<file path="config.mk">
export PLATFORM = sky130hd
export DESIGN_NAME = ddrcm_core
export DESIGN_NICKNAME = d
export VERILOG_FILES = /design/src/hw/ddrcm_unused_guard.sv /design/src/hw/ddrcm_pkg.sv /design/src/hw/ddrcm_fifo.sv /design/src/hw/ddrcm_core.sv
export VERILOG_INCLUDE_DIRS = /design/src /design/src/hw
export SDC_FILE = /design/constraint.sdc
export NUM_CORES = 1
export LEC_CHECK = 0
export BUFFER_PORTS_ARGS = -buffer_cell sky130_fd_sc_hd__clkbuf_2
export CORE_MARGIN = 2
export CORE_UTILIZATION = 24
export DETAILED_ROUTE_END_ITERATION = 10
export HOLD_SLACK_MARGIN = 0.08
export MAX_ROUTING_LAYER = met4
export PLACE_DENSITY_LB_ADDON = 0.3
export SLEW_MARGIN = 0
export SYNTH_ARGS = -nofsm -noshare
export SYNTH_HDL_FRONTEND = slang
export SYNTH_SLANG_ARGS = --single-unit
</file>
<file path="constraint.sdc">
create_clock -name clk_sys -period 6 [get_ports clk_sys]
set_input_delay 0.3 -clock clk_sys [delete_from_list [all_inputs] [get_ports clk_sys]]
set_output_delay 0.3 -clock clk_sys [all_outputs]
set_load 0.02 [all_outputs]
</file>
<file path="src/hw/ddrcm_cfg.svh">
// constants for the command decoder, mode register and write data path
// Functional notes
// - chip select high masks the command
// - row strobe low selects activate or precharge
// - column strobe low selects read or write
// - commands need clock enable high twice; burst stop is decoded with it high on the previous edge only
// - activate takes bank and row
// - column from bits zero-nine, bit ten autoprecharge
// - burst length four or eight
// - sequential or interleaved ordering
// - read latency field bits six to four
// - write recovery field for auto precharge
// - bit twelve picks active power-down variant
// - mode write with all strobes low
// - masked write data is discarded
`ifndef DDRCM_CFG_SVH
`define DDRCM_CFG_SVH
`define DDRCM_ROW_W 14
`define DDRCM_COL_MSB 9
`define DDRCM_AP_BIT 10
`define DDRCM_BL_LSB 0
`define DDRCM_BL_MSB 2
`define DDRCM_BT_BIT 3
`define DDRCM_CL_LSB 4
`define DDRCM_CL_MSB 6
`define DDRCM_TM_BIT 7
`define DDRCM_DLLR_BIT 8
`define DDRCM_WR_LSB 9
`define DDRCM_WR_MSB 11
`define DDRCM_PD_BIT 12
`define DDRCM_BL4_CODE 3'h2
`define DDRCM_BL8_CODE 3'h3
`define DDRCM_BL4_MASK 3'h3
`define DDRCM_BL8_MASK 3'h7
`define DDRCM_BL4_BEATS 4'h4
`define DDRCM_BL8_BEATS 4'h8
`define DDRCM_MR_BANK 2'h0
`define DDRCM_ENC_ACT 3'h3
`define DDRCM_ENC_PRE 3'h2
`define DDRCM_ENC_RD 3'h5
`define DDRCM_ENC_WR 3'h4
`define DDRCM_ENC_MRS 3'h0
`define DDRCM_ENC_REF 3'h1
`define DDRCM_ENC_NOP 3'h7
`define DDRCM_ENC_BST 3'h6
`define DDRCM_FIFO_DEPTH 32
`define DDRCM_DQ_W 8
`endif

</file>
<file path="src/hw/ddrcm_unused_guard.sv">
// no further logic
`timescale 1ns/100ps
`default_nettype none
`default_nettype wire

</file>
<file path="src/hw/ddrcm_pkg.sv">
// types shared by the command decoder and its write data buffer
package ddrcm_pkg;
  typedef enum logic [3:0] {
    DDRCM_NONE = 4'h0, DDRCM_ACT = 4'h1, DDRCM_PRE = 4'h2,
    DDRCM_READ = 4'h3, DDRCM_WRITE = 4'h4, DDRCM_MRS = 4'h5,
    DDRCM_REF = 4'h6, DDRCM_SREF = 4'h7, DDRCM_PDN = 4'h8,
    DDRCM_BST = 4'h9
  } ddrcm_cmd_t;
  typedef enum logic [1:0] {
    DDRCM_ST_IDLE = 2'h0, DDRCM_ST_PWRDN = 2'h1, DDRCM_ST_SELFREF = 2'h3
  } ddrcm_pstate_t;
  typedef struct packed {
    logic cke;
    logic cs_n;
    logic ras_n;
    logic cas_n;
    logic we_n;
    logic [1:0] bank_address;
    logic [13:0] addr;
    logic data_mask;
    logic [7:0] dq;
    logic dq_valid;
    logic termination_control;
  } ddrcm_pins_t;
  typedef struct packed {
    ddrcm_cmd_t cmd;
    logic [1:0] bank;
    logic [13:0] addr;
    logic auto_pre;
  } ddrcm_cmd_out_t;
  typedef struct packed {
    logic [9:0] col;
    logic [7:0] data;
  } ddrcm_wbeat_t;
endpackage

</file>
<file path="src/hw/ddrcm_fifo.sv">
// write data buffer with registered read data
`timescale 1ns/100ps
`default_nettype none
module ddrcm_fifo #(
  parameter int WIDTH = 18,
  parameter int DEPTH = 32
) (
  // clock and reset
  input wire logic clk_sys,
  input wire logic srst,
  // filling side
  input wire logic in_valid,
  output logic in_ready,
  input wire logic [WIDTH-1:0] in_data,
  // draining side
  output logic out_valid,
  input wire logic out_ready,
  output logic [WIDTH-1:0] out_data
);
  localparam int AW = $clog2(DEPTH);
  logic [WIDTH-1:0] mem [DEPTH];
  logic [AW-1:0] wptr_reg;
  logic [AW-1:0] rptr_reg;
  logic [AW:0] count_reg;
  logic out_valid_reg;
  logic [WIDTH-1:0] out_data_reg;
  logic push;
  logic pop;

  // handshake terms
  assign in_ready = (count_reg != DEPTH[AW:0]);
  assign push = in_valid && in_ready;
  assign pop = (count_reg != '0) && (!out_valid_reg || out_ready);
  assign out_valid = out_valid_reg;
  assign out_data = out_data_reg;

  // storage write
  always_ff @(posedge clk_sys) begin
    if (push) begin
      mem[wptr_reg] <= in_data;
    end
  end

  // pointers and fill count
  always_ff @(posedge clk_sys) begin
    if (srst) begin
      wptr_reg <= '0;
      rptr_reg <= '0;
      count_reg <= '0;
    end else begin
      if (push) begin
        wptr_reg <= (wptr_reg == AW'(DEPTH - 1)) ? '0 : wptr_reg + 1'b1;
      end
      if (pop) begin
        rptr_reg <= (rptr_reg == AW'(DEPTH - 1)) ? '0 : rptr_reg + 1'b1;
      end
      count_reg <= count_reg + {{AW{1'b0}}, push} - {{AW{1'b0}}, pop};
    end
  end

  // output register stage
  always_ff @(posedge clk_sys) begin
    if (srst) begin
      out_valid_reg <= 1'b0;
      out_data_reg <= '0;
    end else if (pop) begin
      out_valid_reg <= 1'b1;
      out_data_reg <= mem[rptr_reg];
    end else if (out_ready) begin
      out_valid_reg <= 1'b0;
    end
  end
endmodule
`default_nettype wire

</file>
<file path="src/hw/ddrcm_core.sv">
// command decoder, bank tracking, mode register and write data capture
`timescale 1ns/100ps
`default_nettype none
`include "ddrcm_cfg.svh"
module ddrcm_core #(
  parameter int FIFO_DEPTH = `DDRCM_FIFO_DEPTH
) (
  // clock and reset
  input wire logic clk_sys,
  input wire logic srst,
  // command and data pins
  input wire ddrcm_pkg::ddrcm_pins_t pins,
  // decoded command
  output logic cmd_valid,
  output ddrcm_pkg::ddrcm_cmd_out_t cmd_out,
  // device state
  output logic [3:0] bank_open,
  output logic [13:0] mode_reg,
  output logic mode_valid,
  output logic [2:0] cas_latency,
  output logic [2:0] write_recovery,
  output logic burst_len8,
  output logic burst_interleave,
  output ddrcm_pkg::ddrcm_pstate_t power_state,
  output logic pd_slow_exit,
  output logic term_on,
  output logic ext_write,
  output logic [1:0] ext_select,
  // write data stream
  output logic wdata_ready,
  output logic wbeat_valid,
  input wire logic wbeat_ready,
  output ddrcm_pkg::ddrcm_wbeat_t wbeat
);
  ddrcm_pkg::ddrcm_pins_t sync1_reg;
  ddrcm_pkg::ddrcm_pins_t p;
  logic cke_prev_reg;
  ddrcm_pkg::ddrcm_cmd_t dec;
  ddrcm_pkg::ddrcm_cmd_out_t cmd_reg;
  logic cmd_valid_reg;
  logic [3:0] bank_open_reg;
  logic [13:0] mode_reg_reg;
  logic mode_valid_reg;
  ddrcm_pkg::ddrcm_pstate_t pstate_reg;
  logic ext_write_reg;
  logic [1:0] ext_select_reg;
  logic [3:0] burst_left_reg;
  logic [2:0] beat_idx_reg;
  logic [9:0] start_col_reg;
  logic [1:0] wr_bank_reg;
  logic wr_ap_reg;
  logic [3:0] rec_cnt_reg;
  logic rec_act_reg;
  logic [2:0] mask;
  logic [2:0] low;
  logic beat_take;
  logic push;
  logic ord_ok;

  // two-stage capture of every pin
  always_ff @(posedge clk_sys) begin
    if (srst) begin
      sync1_reg <= '0;
      p <= '0;
    end else begin
      sync1_reg <= pins;
      p <= sync1_reg;
    end
  end

  // clock enable of the previous edge
  always_ff @(posedge clk_sys) begin
    if (srst) begin
      cke_prev_reg <= 1'b0;
    end else begin
      cke_prev_reg <= p.cke;
    end
  end

  // command decode from the strobe pattern
  assign ord_ok = cke_prev_reg && p.cke;
  always_comb begin
    dec = ddrcm_pkg::DDRCM_NONE;
    if (!p.cs_n && cke_prev_reg) begin
      unique case ({p.ras_n, p.cas_n, p.we_n})
        `DDRCM_ENC_ACT: if (ord_ok) dec = ddrcm_pkg::DDRCM_ACT;
        `DDRCM_ENC_PRE: if (ord_ok) dec = ddrcm_pkg::DDRCM_PRE;
        `DDRCM_ENC_RD: if (ord_ok) dec = ddrcm_pkg::DDRCM_READ;
        `DDRCM_ENC_WR: if (ord_ok) dec = ddrcm_pkg::DDRCM_WRITE;
        `DDRCM_ENC_MRS: if (ord_ok) dec = ddrcm_pkg::DDRCM_MRS;
        `DDRCM_ENC_REF: begin
          dec = p.cke ? ddrcm_pkg::DDRCM_REF : ddrcm_pkg::DDRCM_SREF;
        end
        `DDRCM_ENC_NOP: if (!p.cke) dec = ddrcm_pkg::DDRCM_PDN;
        `DDRCM_ENC_BST: dec = ddrcm_pkg::DDRCM_BST;
      endcase
    end
  end

  // registered command report
  always_ff @(posedge clk_sys) begin
    if (srst) begin
      cmd_valid_reg <= 1'b0;
      cmd_reg <= '0;
    end else begin
      cmd_valid_reg <= (dec != ddrcm_pkg::DDRCM_NONE);
      cmd_reg.cmd <= dec;
      cmd_reg.bank <= p.bank_address;
      cmd_reg.addr <= p.addr;
      cmd_reg.auto_pre <= p.addr[`DDRCM_AP_BIT];
    end
  end

  // open-bank tracking
  always_ff @(posedge clk_sys) begin
    if (srst) begin
      bank_open_reg <= '0;
    end else begin
      if (rec_act_reg && rec_cnt_reg == 4'h0) begin
        bank_open_reg[wr_bank_reg] <= 1'b0;
      end
      unique case (dec)
        ddrcm_pkg::DDRCM_ACT: bank_open_reg[p.bank_address] <= 1'b1;
        ddrcm_pkg::DDRCM_PRE: begin
          if (p.addr[`DDRCM_AP_BIT]) begin
            bank_open_reg <= '0;
          end else begin
            bank_open_reg[p.bank_address] <= 1'b0;
          end
        end
        ddrcm_pkg::DDRCM_READ: begin
          if (p.addr[`DDRCM_AP_BIT]) begin
            bank_open_reg[p.bank_address] <= 1'b0;
          end
        end
        default: ;
      endcase
    end
  end

  // mode register and extended register strobe
  always_ff @(posedge clk_sys) begin
    if (srst) begin
      mode_reg_reg <= '0;
      mode_valid_reg <= 1'b0;
      ext_write_reg <= 1'b0;
      ext_select_reg <= '0;
    end else begin
      ext_write_reg <= 1'b0;
      if (dec == ddrcm_pkg::DDRCM_MRS) begin
        if (p.bank_address == `DDRCM_MR_BANK) begin
          mode_reg_reg <= p.addr;
          mode_valid_reg <= 1'b1;
        end else begin
          ext_write_reg <= 1'b1;
          ext_select_reg <= p.bank_address;
        end
      end
    end
  end

  // power state: self-refresh, power-down and their exit
  always_ff @(posedge clk_sys) begin
    if (srst) begin
      pstate_reg <= ddrcm_pkg::DDRCM_ST_IDLE;
    end else begin
      unique case (pstate_reg)
        ddrcm_pkg::DDRCM_ST_IDLE: begin
          if (dec == ddrcm_pkg::DDRCM_SREF) begin
            pstate_reg <= ddrcm_pkg::DDRCM_ST_SELFREF;
          end else if (dec == ddrcm_pkg::DDRCM_PDN) begin
            pstate_reg <= ddrcm_pkg::DDRCM_ST_PWRDN;
          end
        end
        ddrcm_pkg::DDRCM_ST_PWRDN, ddrcm_pkg::DDRCM_ST_SELFREF: begin
          if (!cke_prev_reg && p.cke) begin
            pstate_reg <= ddrcm_pkg::DDRCM_ST_IDLE;
          end
        end
        default: pstate_reg <= ddrcm_pkg::DDRCM_ST_IDLE;
      endcase
    end
  end

  // write burst window and beat ordering
  assign mask = burst_len8 ? `DDRCM_BL8_MASK : `DDRCM_BL4_MASK;
  always_comb begin
    if (burst_interleave) begin
      low = start_col_reg[2:0] ^ beat_idx_reg;
    end else begin
      low = start_col_reg[2:0] + beat_idx_reg;
    end
  end
  assign beat_take = (burst_left_reg != 4'h0) && p.dq_valid;
  assign push = beat_take && !p.data_mask && (bank_open_reg != '0);

  always_ff @(posedge clk_sys) begin
    if (srst) begin
      burst_left_reg <= '0;
      beat_idx_reg <= '0;
      start_col_reg <= '0;
      wr_bank_reg <= '0;
      wr_ap_reg <= 1'b0;
    end else if (dec == ddrcm_pkg::DDRCM_WRITE) begin
      burst_left_reg <= burst_len8 ? `DDRCM_BL8_BEATS : `DDRCM_BL4_BEATS;
      beat_idx_reg <= '0;
      start_col_reg <= p.addr[`DDRCM_COL_MSB:0];
      wr_bank_reg <= p.bank_address;
      wr_ap_reg <= p.addr[`DDRCM_AP_BIT];
    end else if (beat_take) begin
      burst_left_reg <= burst_left_reg - 4'h1;
      beat_idx_reg <= beat_idx_reg + 3'h1;
    end
  end

  // write recovery before auto precharge closes the bank
  always_ff @(posedge clk_sys) begin
    if (srst) begin
      rec_cnt_reg <= '0;
      rec_act_reg <= 1'b0;
    end else if (beat_take && burst_left_reg == 4'h1 && wr_ap_reg) begin
      rec_cnt_reg <= {1'b0, write_recovery};
      rec_act_reg <= 1'b1;
    end else if (rec_act_reg) begin
      if (rec_cnt_reg == 4'h0) begin
        rec_act_reg <= 1'b0;
      end else begin
        rec_cnt_reg <= rec_cnt_reg - 4'h1;
      end
    end
  end

  // write data buffer
  ddrcm_fifo #(
    .WIDTH($bits(ddrcm_pkg::ddrcm_wbeat_t)),
    .DEPTH(FIFO_DEPTH)
  ) u_fifo (
    .clk_sys(clk_sys),
    .srst(srst),
    .in_valid(push),
    .in_ready(wdata_ready),
    .in_data({start_col_reg[`DDRCM_COL_MSB:3],
              (start_col_reg[2:0] & ~mask) | (low & mask), p.dq}),
    .out_valid(wbeat_valid),
    .out_ready(wbeat_ready),
    .out_data(wbeat)
  );

  // field outputs of the mode register
  assign burst_len8 = (mode_reg_reg[`DDRCM_BL_MSB:`DDRCM_BL_LSB]
                       == `DDRCM_BL8_CODE);
  assign burst_interleave = mode_reg_reg[`DDRCM_BT_BIT];
  assign cas_latency = mode_reg_reg[`DDRCM_CL_MSB:`DDRCM_CL_LSB];
  assign write_recovery = mode_reg_reg[`DDRCM_WR_MSB:`DDRCM_WR_LSB];
  assign pd_slow_exit = mode_reg_reg[`DDRCM_PD_BIT] && (bank_open_reg != '0)
                        && (pstate_reg == ddrcm_pkg::DDRCM_ST_PWRDN);

  // remaining outputs
  assign cmd_valid = cmd_valid_reg;
  assign cmd_out = cmd_reg;
  assign bank_open = bank_open_reg;
  assign mode_reg = mode_reg_reg;
  assign mode_valid = mode_valid_reg;
  assign power_state = pstate_reg;
  assign term_on = p.termination_control
                   && (pstate_reg != ddrcm_pkg::DDRCM_ST_SELFREF);
  assign ext_write = ext_write_reg;
  assign ext_select = ext_select_reg;
endmodule
`default_nettype wire

</file>
Word-level counts from Yosys, hierarchy flattened
Memories as Yosys holds them, arrays and structs flattened. A register that Yosys moved wholly into a read port is not among the register bits.
Index checks and enable logic that the tools add are counted.
Word-level totals
  flip-flop bits (word level): 153
  RAM bits: 576
  input bits: 35
  output and inout port bits: 76
  logic and storage cells: 178
  memories kept: 1
Cells by class
  add/subtract/negate cells: 8
  $lt $le $gt $ge: 4
  equal/unequal tests: 25
  mux-type cells: 40
  bitwise gates (word level): 13
  reduce and logical (&&, ||, !) cells: 41
Memory list
  u_fifo.mem: words 32, width 18, read ports 1, clocked after Yosys merged registers in 1, write ports 1, line ddrcm_fifo.sv:21  | logic [WIDTH-1:0] mem [DEPTH];
Operators with widths (number)
  2-to-1 mux 4 bit: 9
  case mux 4 bit (8 select lines): 1
  2-to-1 mux 3 bit: 7
  logical AND 1 bit: 16
  equality test 3 bit, second input constant: 4
  equality test 4 x 3 -> 1 bit, second input constant: 3
  2-to-1 mux 1 bit: 12
  case mux 4 bit (3 select lines): 1
  nonzero test 4 bit: 3
  adder 5 x 1 -> 5 bit, second input constant: 2
  equality test 5 bit, second input constant: 2
  2-to-1 mux 2 bit: 5
  2-to-1 mux 5 bit: 2
  AND reduction 2 bit: 5
  equality test 3 x 2 -> 1 bit, second input constant: 3
  bitwise AND 4 bit: 2
  equality test 4 x 1 -> 1 bit, second input constant: 2
  equality test 4 x 2 -> 1 bit, second input constant: 2
  NOT 4 bit: 2
  OR reduction 2 bit: 4
  subtractor 4 x 1 -> 4 bit, second input constant: 2
  adder 6 x 1 -> 6 bit: 1
  bitwise AND 3 bit: 2
  less-than comparator 2 x 3 -> 1 bit, second input constant: 2
  25 further kinds: 37

Longest topological paths before layout
  word-level depth: 11
  gate-level depth with buffers: 17
  depth with buffers taken out: 15

Hierarchy
From an unflattened synthesis, not the netlist that was laid out.
Second synthesis, totals
  cells, all modules: 1759
  area total of the unflattened synthesis: 28820.1 µm²
Modules (own cells, without submodules)
  ddrcm_fifo: times used 1, cells each 1267, area each 23911.7 µm², sequential area each 17997.3 µm²
  ddrcm_core: times used 1, cells each 492, area each 4908.5 µm², sequential area each 2702.6 µm²

Worst setup path after synthesis
Ideal clock, no wire load.
  kind: register -> register
  from: register burst_left_reg[0]
  to: memory u_fifo.mem[29][0] (enable)
  setup time: 0.393 ns
  data arrival time: 2.563 ns
  data required time: 5.607 ns
  slack: 3.044 ns
  stages on the path, launching flop included: 9
  path buffers: 1
  period minus slack after synthesis: 2.956 ns
  path through: dfxtp_1 -> inv_1 -> ha_1 -> a21bo_1 -> or4_1 -> buf_2 -> inv_1 -> nand2_1 -> nor2_1
Between the ends
  longest elaborated chain between the ends: 7
Ends and longest elaborated chain
  start: declaration: line ddrcm_core.sv:47  | logic [3:0] burst_left_reg;
  start signal: assignment: line ddrcm_core.sv:205  | burst_left_reg <= burst_len8 ? `DDRCM_BL8_BEATS : `DDRCM_BL4_BEATS;
  start signal: assignment: line ddrcm_core.sv:211  | burst_left_reg <= burst_left_reg - 4'h1;
  nonzero test 4 bit: line ddrcm_core.sv:194  | assign beat_take = (burst_left_reg != 4'h0) && p.dq_valid;
  logical AND 1 bit: line ddrcm_core.sv:194
  logical AND 1 bit (2 in series): line ddrcm_core.sv:195  | assign push = beat_take && !p.data_mask && (bank_open_reg != '0);
  logical AND 1 bit: line ddrcm_fifo.sv:32  | assign push = in_valid && in_ready;
  2-to-1 mux 1 bit: line ddrcm_fifo.sv:39  | if (push) begin
  2-to-1 mux 1 bit (not written as such): line ddrcm_fifo.sv:40  | mem[wptr_reg] <= in_data;
  end: declaration: line ddrcm_fifo.sv:21
No other way between the ends.

Final worst setup path
  from: register u_fifo.count_reg[2]
  to: register u_fifo.count_reg[4]
Between the ends
  longest elaborated chain between the ends: 4
  elaborated cells on any way between the ends: 6
  those cells by class: add/sub (2); eq/ne (1); reduce/logical (3)
Ends and longest elaborated chain
  start: declaration: line ddrcm_fifo.sv:24  | logic [AW:0] count_reg;
  start signal: assignment: line ddrcm_fifo.sv:57  | count_reg <= count_reg + {{AW{1'b0}}, push} - {{AW{1'b0}}, pop};
  != test 6 bit: line ddrcm_fifo.sv:31  | assign in_ready = (count_reg != DEPTH[AW:0]);
  logical AND 1 bit: line ddrcm_fifo.sv:32
  adder 6 x 1 -> 6 bit: line ddrcm_fifo.sv:57
  subtractor 6 x 1 -> 6 bit *: line ddrcm_fifo.sv:57
Every way passes the cells marked *; elsewhere a longest branch is shown, timed or not.
A chain may end at the register's enable or synchronous reset.

==> impl_metrics.xml <==
<?xml version="1.0" encoding="UTF-8"?>
<metrics>
  <group name="sta">
    <metric name="slew-limit-headroom" unit="%">15.9</metric>
    <metric name="timing.setup.tns" unit="ns">0</metric>
    <metric name="fmax" unit="MHz">296</metric>
    <metric name="period_minus_slack" unit="ns">3.38</metric>
    <metric name="post-route-worst-setup-slack" unit="ns">2.62</metric>
    <metric name="worst-slew-pin-transition" unit="ns">1.26</metric>
    <metric name="maxSlewViolCount" unit="">0</metric>
    <metric name="setup_viol" unit="">0</metric>
    <metric name="rsz_0062_raised_after_global_routing" unit="">false</metric>
    <metric name="finalHoldViolCount" unit="">0</metric>
    <metric name="final_min_period_over_clock_period" unit="%">56.4</metric>
    <metric name="fin_skew" unit="ns">0.0211</metric>
  </group>
  <group name="yosys">
    <metric name="syn-cell-area" unit="mm^2">0.0283</metric>
    <metric name="postSynth.topFlopCell" unit="">edfxtp_1</metric>
    <metric name="syn_area_per_cell" unit="um^2">16.2</metric>
    <metric name="ys_async_sr_fraction" unit="%">0</metric>
    <metric name="synth_enable_flop_cells" unit="">576</metric>
    <metric name="ys_seq_elements" unit="">746</metric>
    <metric name="yosysWarnings" unit="">0</metric>
    <metric name="synth_instances" unit="">1752</metric>
    <metric name="mappedNetlistNets" unit="">1812</metric>
    <metric name="synth.yosys.seq_area_share" unit="%">73.1</metric>
    <metric name="synth.lib_cells_used.distinct" unit="">56</metric>
  </group>
  <group name="clock_network">
    <metric name="post_cts.resized_instances" unit="">0</metric>
    <metric name="ctsHtreeMaxLevel" unit="">3</metric>
    <metric name="clock_tree_from_tritoncts" unit="">done</metric>
    <metric name="clock_tree.buffer_depth" unit="">3</metric>
    <metric name="cts.sink_count" unit="">746</metric>
    <metric name="tritoncts.num_buffers" unit="">80</metric>
    <metric name="clock_insertion_delay_worst_skew" unit="ns">0.62</metric>
    <metric name="worst_setup_hold_path_clk_slew" unit="ns">0.06</metric>
    <metric name="clock-root-buffer" unit="">clkbuf_16</metric>
  </group>
  <group name="finish">
    <metric name="final_core_utilization" unit="%">28.6</metric>
    <metric name="count_of_nets_after_finishing" unit="">1988</metric>
    <metric name="most_common_library_cell_in_the_layout_ignoring_fill_and_taps" unit="">edfxtp_1</metric>
    <metric name="final_cell_count_without_fillers" unit="">3529</metric>
    <metric name="antennaDiodeCount" unit="">0</metric>
    <metric name="layout.cells.most_common_list" unit="">edfxtp_1 (576), dfxtp_1 (168), mux2i_1 (146), clkbuf_2 (112), nand2_1 (95)</metric>
    <metric name="post_route_cells_drive_above_1_share" unit="%">18.6</metric>
    <metric name="area_growth" unit="%">18.6</metric>
    <metric name="largest_register_ffs" unit="">576</metric>
  </group>
  <group name="run">
    <metric name="max-cap-violations" unit="">0</metric>
  </group>
  <group name="grt">
    <metric name="grt_util_all_layers" unit="%">12.1</metric>
    <metric name="overflow" unit="">0</metric>
    <metric name="grt_max_degree" unit="">105</metric>
    <metric name="first_pass_grt_wire_length" unit="mm">106</metric>
    <metric name="grt_antenna_before_repair" unit="">1</metric>
    <metric name="grt_pass1_vias" unit="">16000</metric>
  </group>
  <group name="hold_path">
    <metric name="holdCritStartpoint" unit="">wbeat_ready</metric>
    <metric name="hold_path_end" unit="">u_fifo.out_valid$_SDFFE_PP0P_</metric>
    <metric name="min_path_cells" unit="">3</metric>
    <metric name="hold_path_class" unit="">in -&gt; reg</metric>
  </group>
  <group name="setup_path">
    <metric name="r2r_cells" unit="">15</metric>
    <metric name="crit_type" unit="">reg -&gt; reg</metric>
    <metric name="timing.rr.end" unit="">u_fifo.count_reg[4]$_SDFF_PP0_</metric>
    <metric name="reg2reg_from" unit="">u_fifo.count_reg[2]$_SDFF_PP0_</metric>
    <metric name="critical_path.max_fanout" unit="">22</metric>
    <metric name="worstPathArrival" unit="ns">3.84</metric>
    <metric name="crit_path_slowest_cell" unit="">inv_1</metric>
    <metric name="crit_chain" unit="">inv_1, ha_1, nand4bb_1, nand2_1, inv_1, ha_1, inv_1, ha_1, inv_1, fa_1, inv_1, a21oi_1, o21bai_1, xnor2_1, nor2_1</metric>
    <metric name="crit_required" unit="ns">6.46</metric>
    <metric name="worstSetupEndpointType" unit="">flop</metric>
    <metric name="crit_path_frequent_cell" unit="">inv_1</metric>
    <metric name="crit_family" unit="">adder cells</metric>
    <metric name="worstSetupPathDepth" unit="">15</metric>
    <metric name="crit_buf_inv" unit="">5</metric>
    <metric name="r2r_slack" unit="ns">2.62</metric>
    <metric name="critPathMaxStageDelay" unit="ns">0.64</metric>
    <metric name="critPathLaunchType" unit="">flop</metric>
  </group>
  <group name="floorplan">
    <metric name="top_level_ports" unit="">111</metric>
    <metric name="placement_rows" unit="">126</metric>
    <metric name="initial_core_utilization" unit="%">24.1</metric>
    <metric name="die_height" unit="um">347</metric>
    <metric name="core_area" unit="mm^2">0.117</metric>
    <metric name="die_width" unit="um">347</metric>
    <metric name="floorplan.die_area" unit="mm^2">0.121</metric>
  </group>
  <group name="placement">
    <metric name="port_buffers" unit="">110</metric>
    <metric name="place_ws" unit="ns">2.60</metric>
    <metric name="dp_cells" unit="">3350</metric>
    <metric name="place_hpwl" unit="mm">42.2</metric>
    <metric name="gp_routability_congestion" unit="">0.778</metric>
  </group>
  <group name="routing">
    <metric name="initialDrtViolationCount" unit="">1147</metric>
    <metric name="drc" unit="">0</metric>
    <metric name="drt-vias-per-instance" unit="">4.44</metric>
    <metric name="route.detailed.wl_per_inst" unit="um">20.4</metric>
    <metric name="via_total_after_detailed_routing" unit="">15700</metric>
    <metric name="route.antenna.remaining_nets" unit="">0</metric>
    <metric name="drtPass1Iterations" unit="">5</metric>
    <metric name="wl" unit="mm">71.8</metric>
  </group>
  <group name="power_and_ir_drop">
    <metric name="design_power_total" unit="mW">12.8</metric>
    <metric name="pwr_density_cell" unit="mW/mm^2">382</metric>
    <metric name="ir_drop" unit="uV">259</metric>
    <metric name="cellLeakagePower" unit="nW">11.1</metric>
  </group>
  <group name="run_status">
    <metric name="run_status" unit="">complete, no violations</metric>
  </group>
</metrics>
[how the worst max path moves through the flow]
stage                                    startpoint                               to  slack (ns)
global placement    u_fifo.rptr_reg[3]$_SDFFE_PP0P_  u_fifo.out_data[1]$_SDFFE_PP0P_        2.63
finish               u_fifo.count_reg[2]$_SDFF_PP0_   u_fifo.count_reg[4]$_SDFF_PP0_        2.62
global route         u_fifo.count_reg[2]$_SDFF_PP0_   u_fifo.count_reg[4]$_SDFF_PP0_        2.25
detailed placement  u_fifo.rptr_reg[3]$_SDFFE_PP0P_  u_fifo.out_data[1]$_SDFFE_PP0P_        2.60
CTS                 u_fifo.rptr_reg[3]$_SDFFE_PP0P_  u_fifo.out_data[1]$_SDFFE_PP0P_        2.58
floorplan            burst_left_reg[0]$_SDFFE_PP0P_      u_fifo.mem[29][0]$_DFFE_PP_        3.04
[report_power, final]
group | total [mW] | internal, mW | switching (mW)
clock network | 4.70 | 2.73 | 1.98
registers | 5.86 | 5.62 | 0.239
logic | 2.26 | 0.986 | 1.28
[metal layers]
layer	global-route usage (%)	up-vias	share of wire, %
met4	3.11	0	1.7
met2	19.2	446	47
li1	-	7071	-
met5	-	-	0
met3	2.20	85	5.8
met1	15.9	8061	45
[area by class of cell]
type | instances | area [um^2]
Clock inverter | 34 | 234
Fill cell | 11700 | 83900
Multi-Input combinational cell | 876 | 7020
Clock buffer | 113 | 2270
Timing Repair Buffer | 199 | 1330
Tap cell | 1536 | 1920
Sequential cell | 746 | 20700
Inverter | 25 | 93.8
[cell families after synthesis]
group	after synthesis	share of synthesized area, %
muxes	218	10.9
xor gates and xnor gates	14	0.433
AOI/OAI and AO/OA	228	5.11
and+or+nand+nor	388	7.05
DFF	746	73.1
adders and majority gates	28	1.26
buffers and inverters	130	2.13
[cell usage after synthesis (all sizes together), types with 3 or more instances]
master	n	area [um^2]
edfxtp	576	17300
mux4	72	1620
buf	49	300
nor2	81	304
nor4	5	31.3
nor2b	90	563
nor3	28	145
or4	9	67.6
a21oi	64	320
ha	23	288
nand2b	9	56.3
a22oi	39	293
inv	25	93.8
or3	37	231
xor2	7	61.3
xnor2	7	61.3
and3	4	25.0
mux2i	146	1460
o21ai	9	45.0
a211oi	25	188
maj3	3	30.0
nand3	8	40.0
o21bai	4	30.0
clkbuf	56	210
dfxtp	170	3400
a31oi	3	18.8
o22ai	72	450
nand3b	6	45.0
nand2	95	357
[metrics by stage]
step	instance area (um^2)	hold slack (ns)
after global placement	30800	0.419
after floorplan	28300	0.414
after CTS	33600	0.0966
after global routing	33600	0.172
after detailed placement	30800	0.420
final	33600	0.129
[repair_timing]
action / CTS / global route
endpoints found under the hold margin: 32 / 0
hold buffers: 32 / 0
setup buffers: 0 / 0
[worst register-to-register path: stages, from the launching register on]
cell and delay, ns:
dfxtp_1 0.34, inv_1 0.06, ha_1 0.20, nand4bb_1 0.20, nand2_1 0.23, inv_1 0.64
ha_1 0.36, inv_1 0.06, ha_1 0.15, inv_1 0.06, fa_1 0.42, inv_1 0.07
a21oi_1 0.06, o21bai_1 0.17, xnor2_1 0.14, nor2_1 0.06
Power figures use the tool's default switching activity.
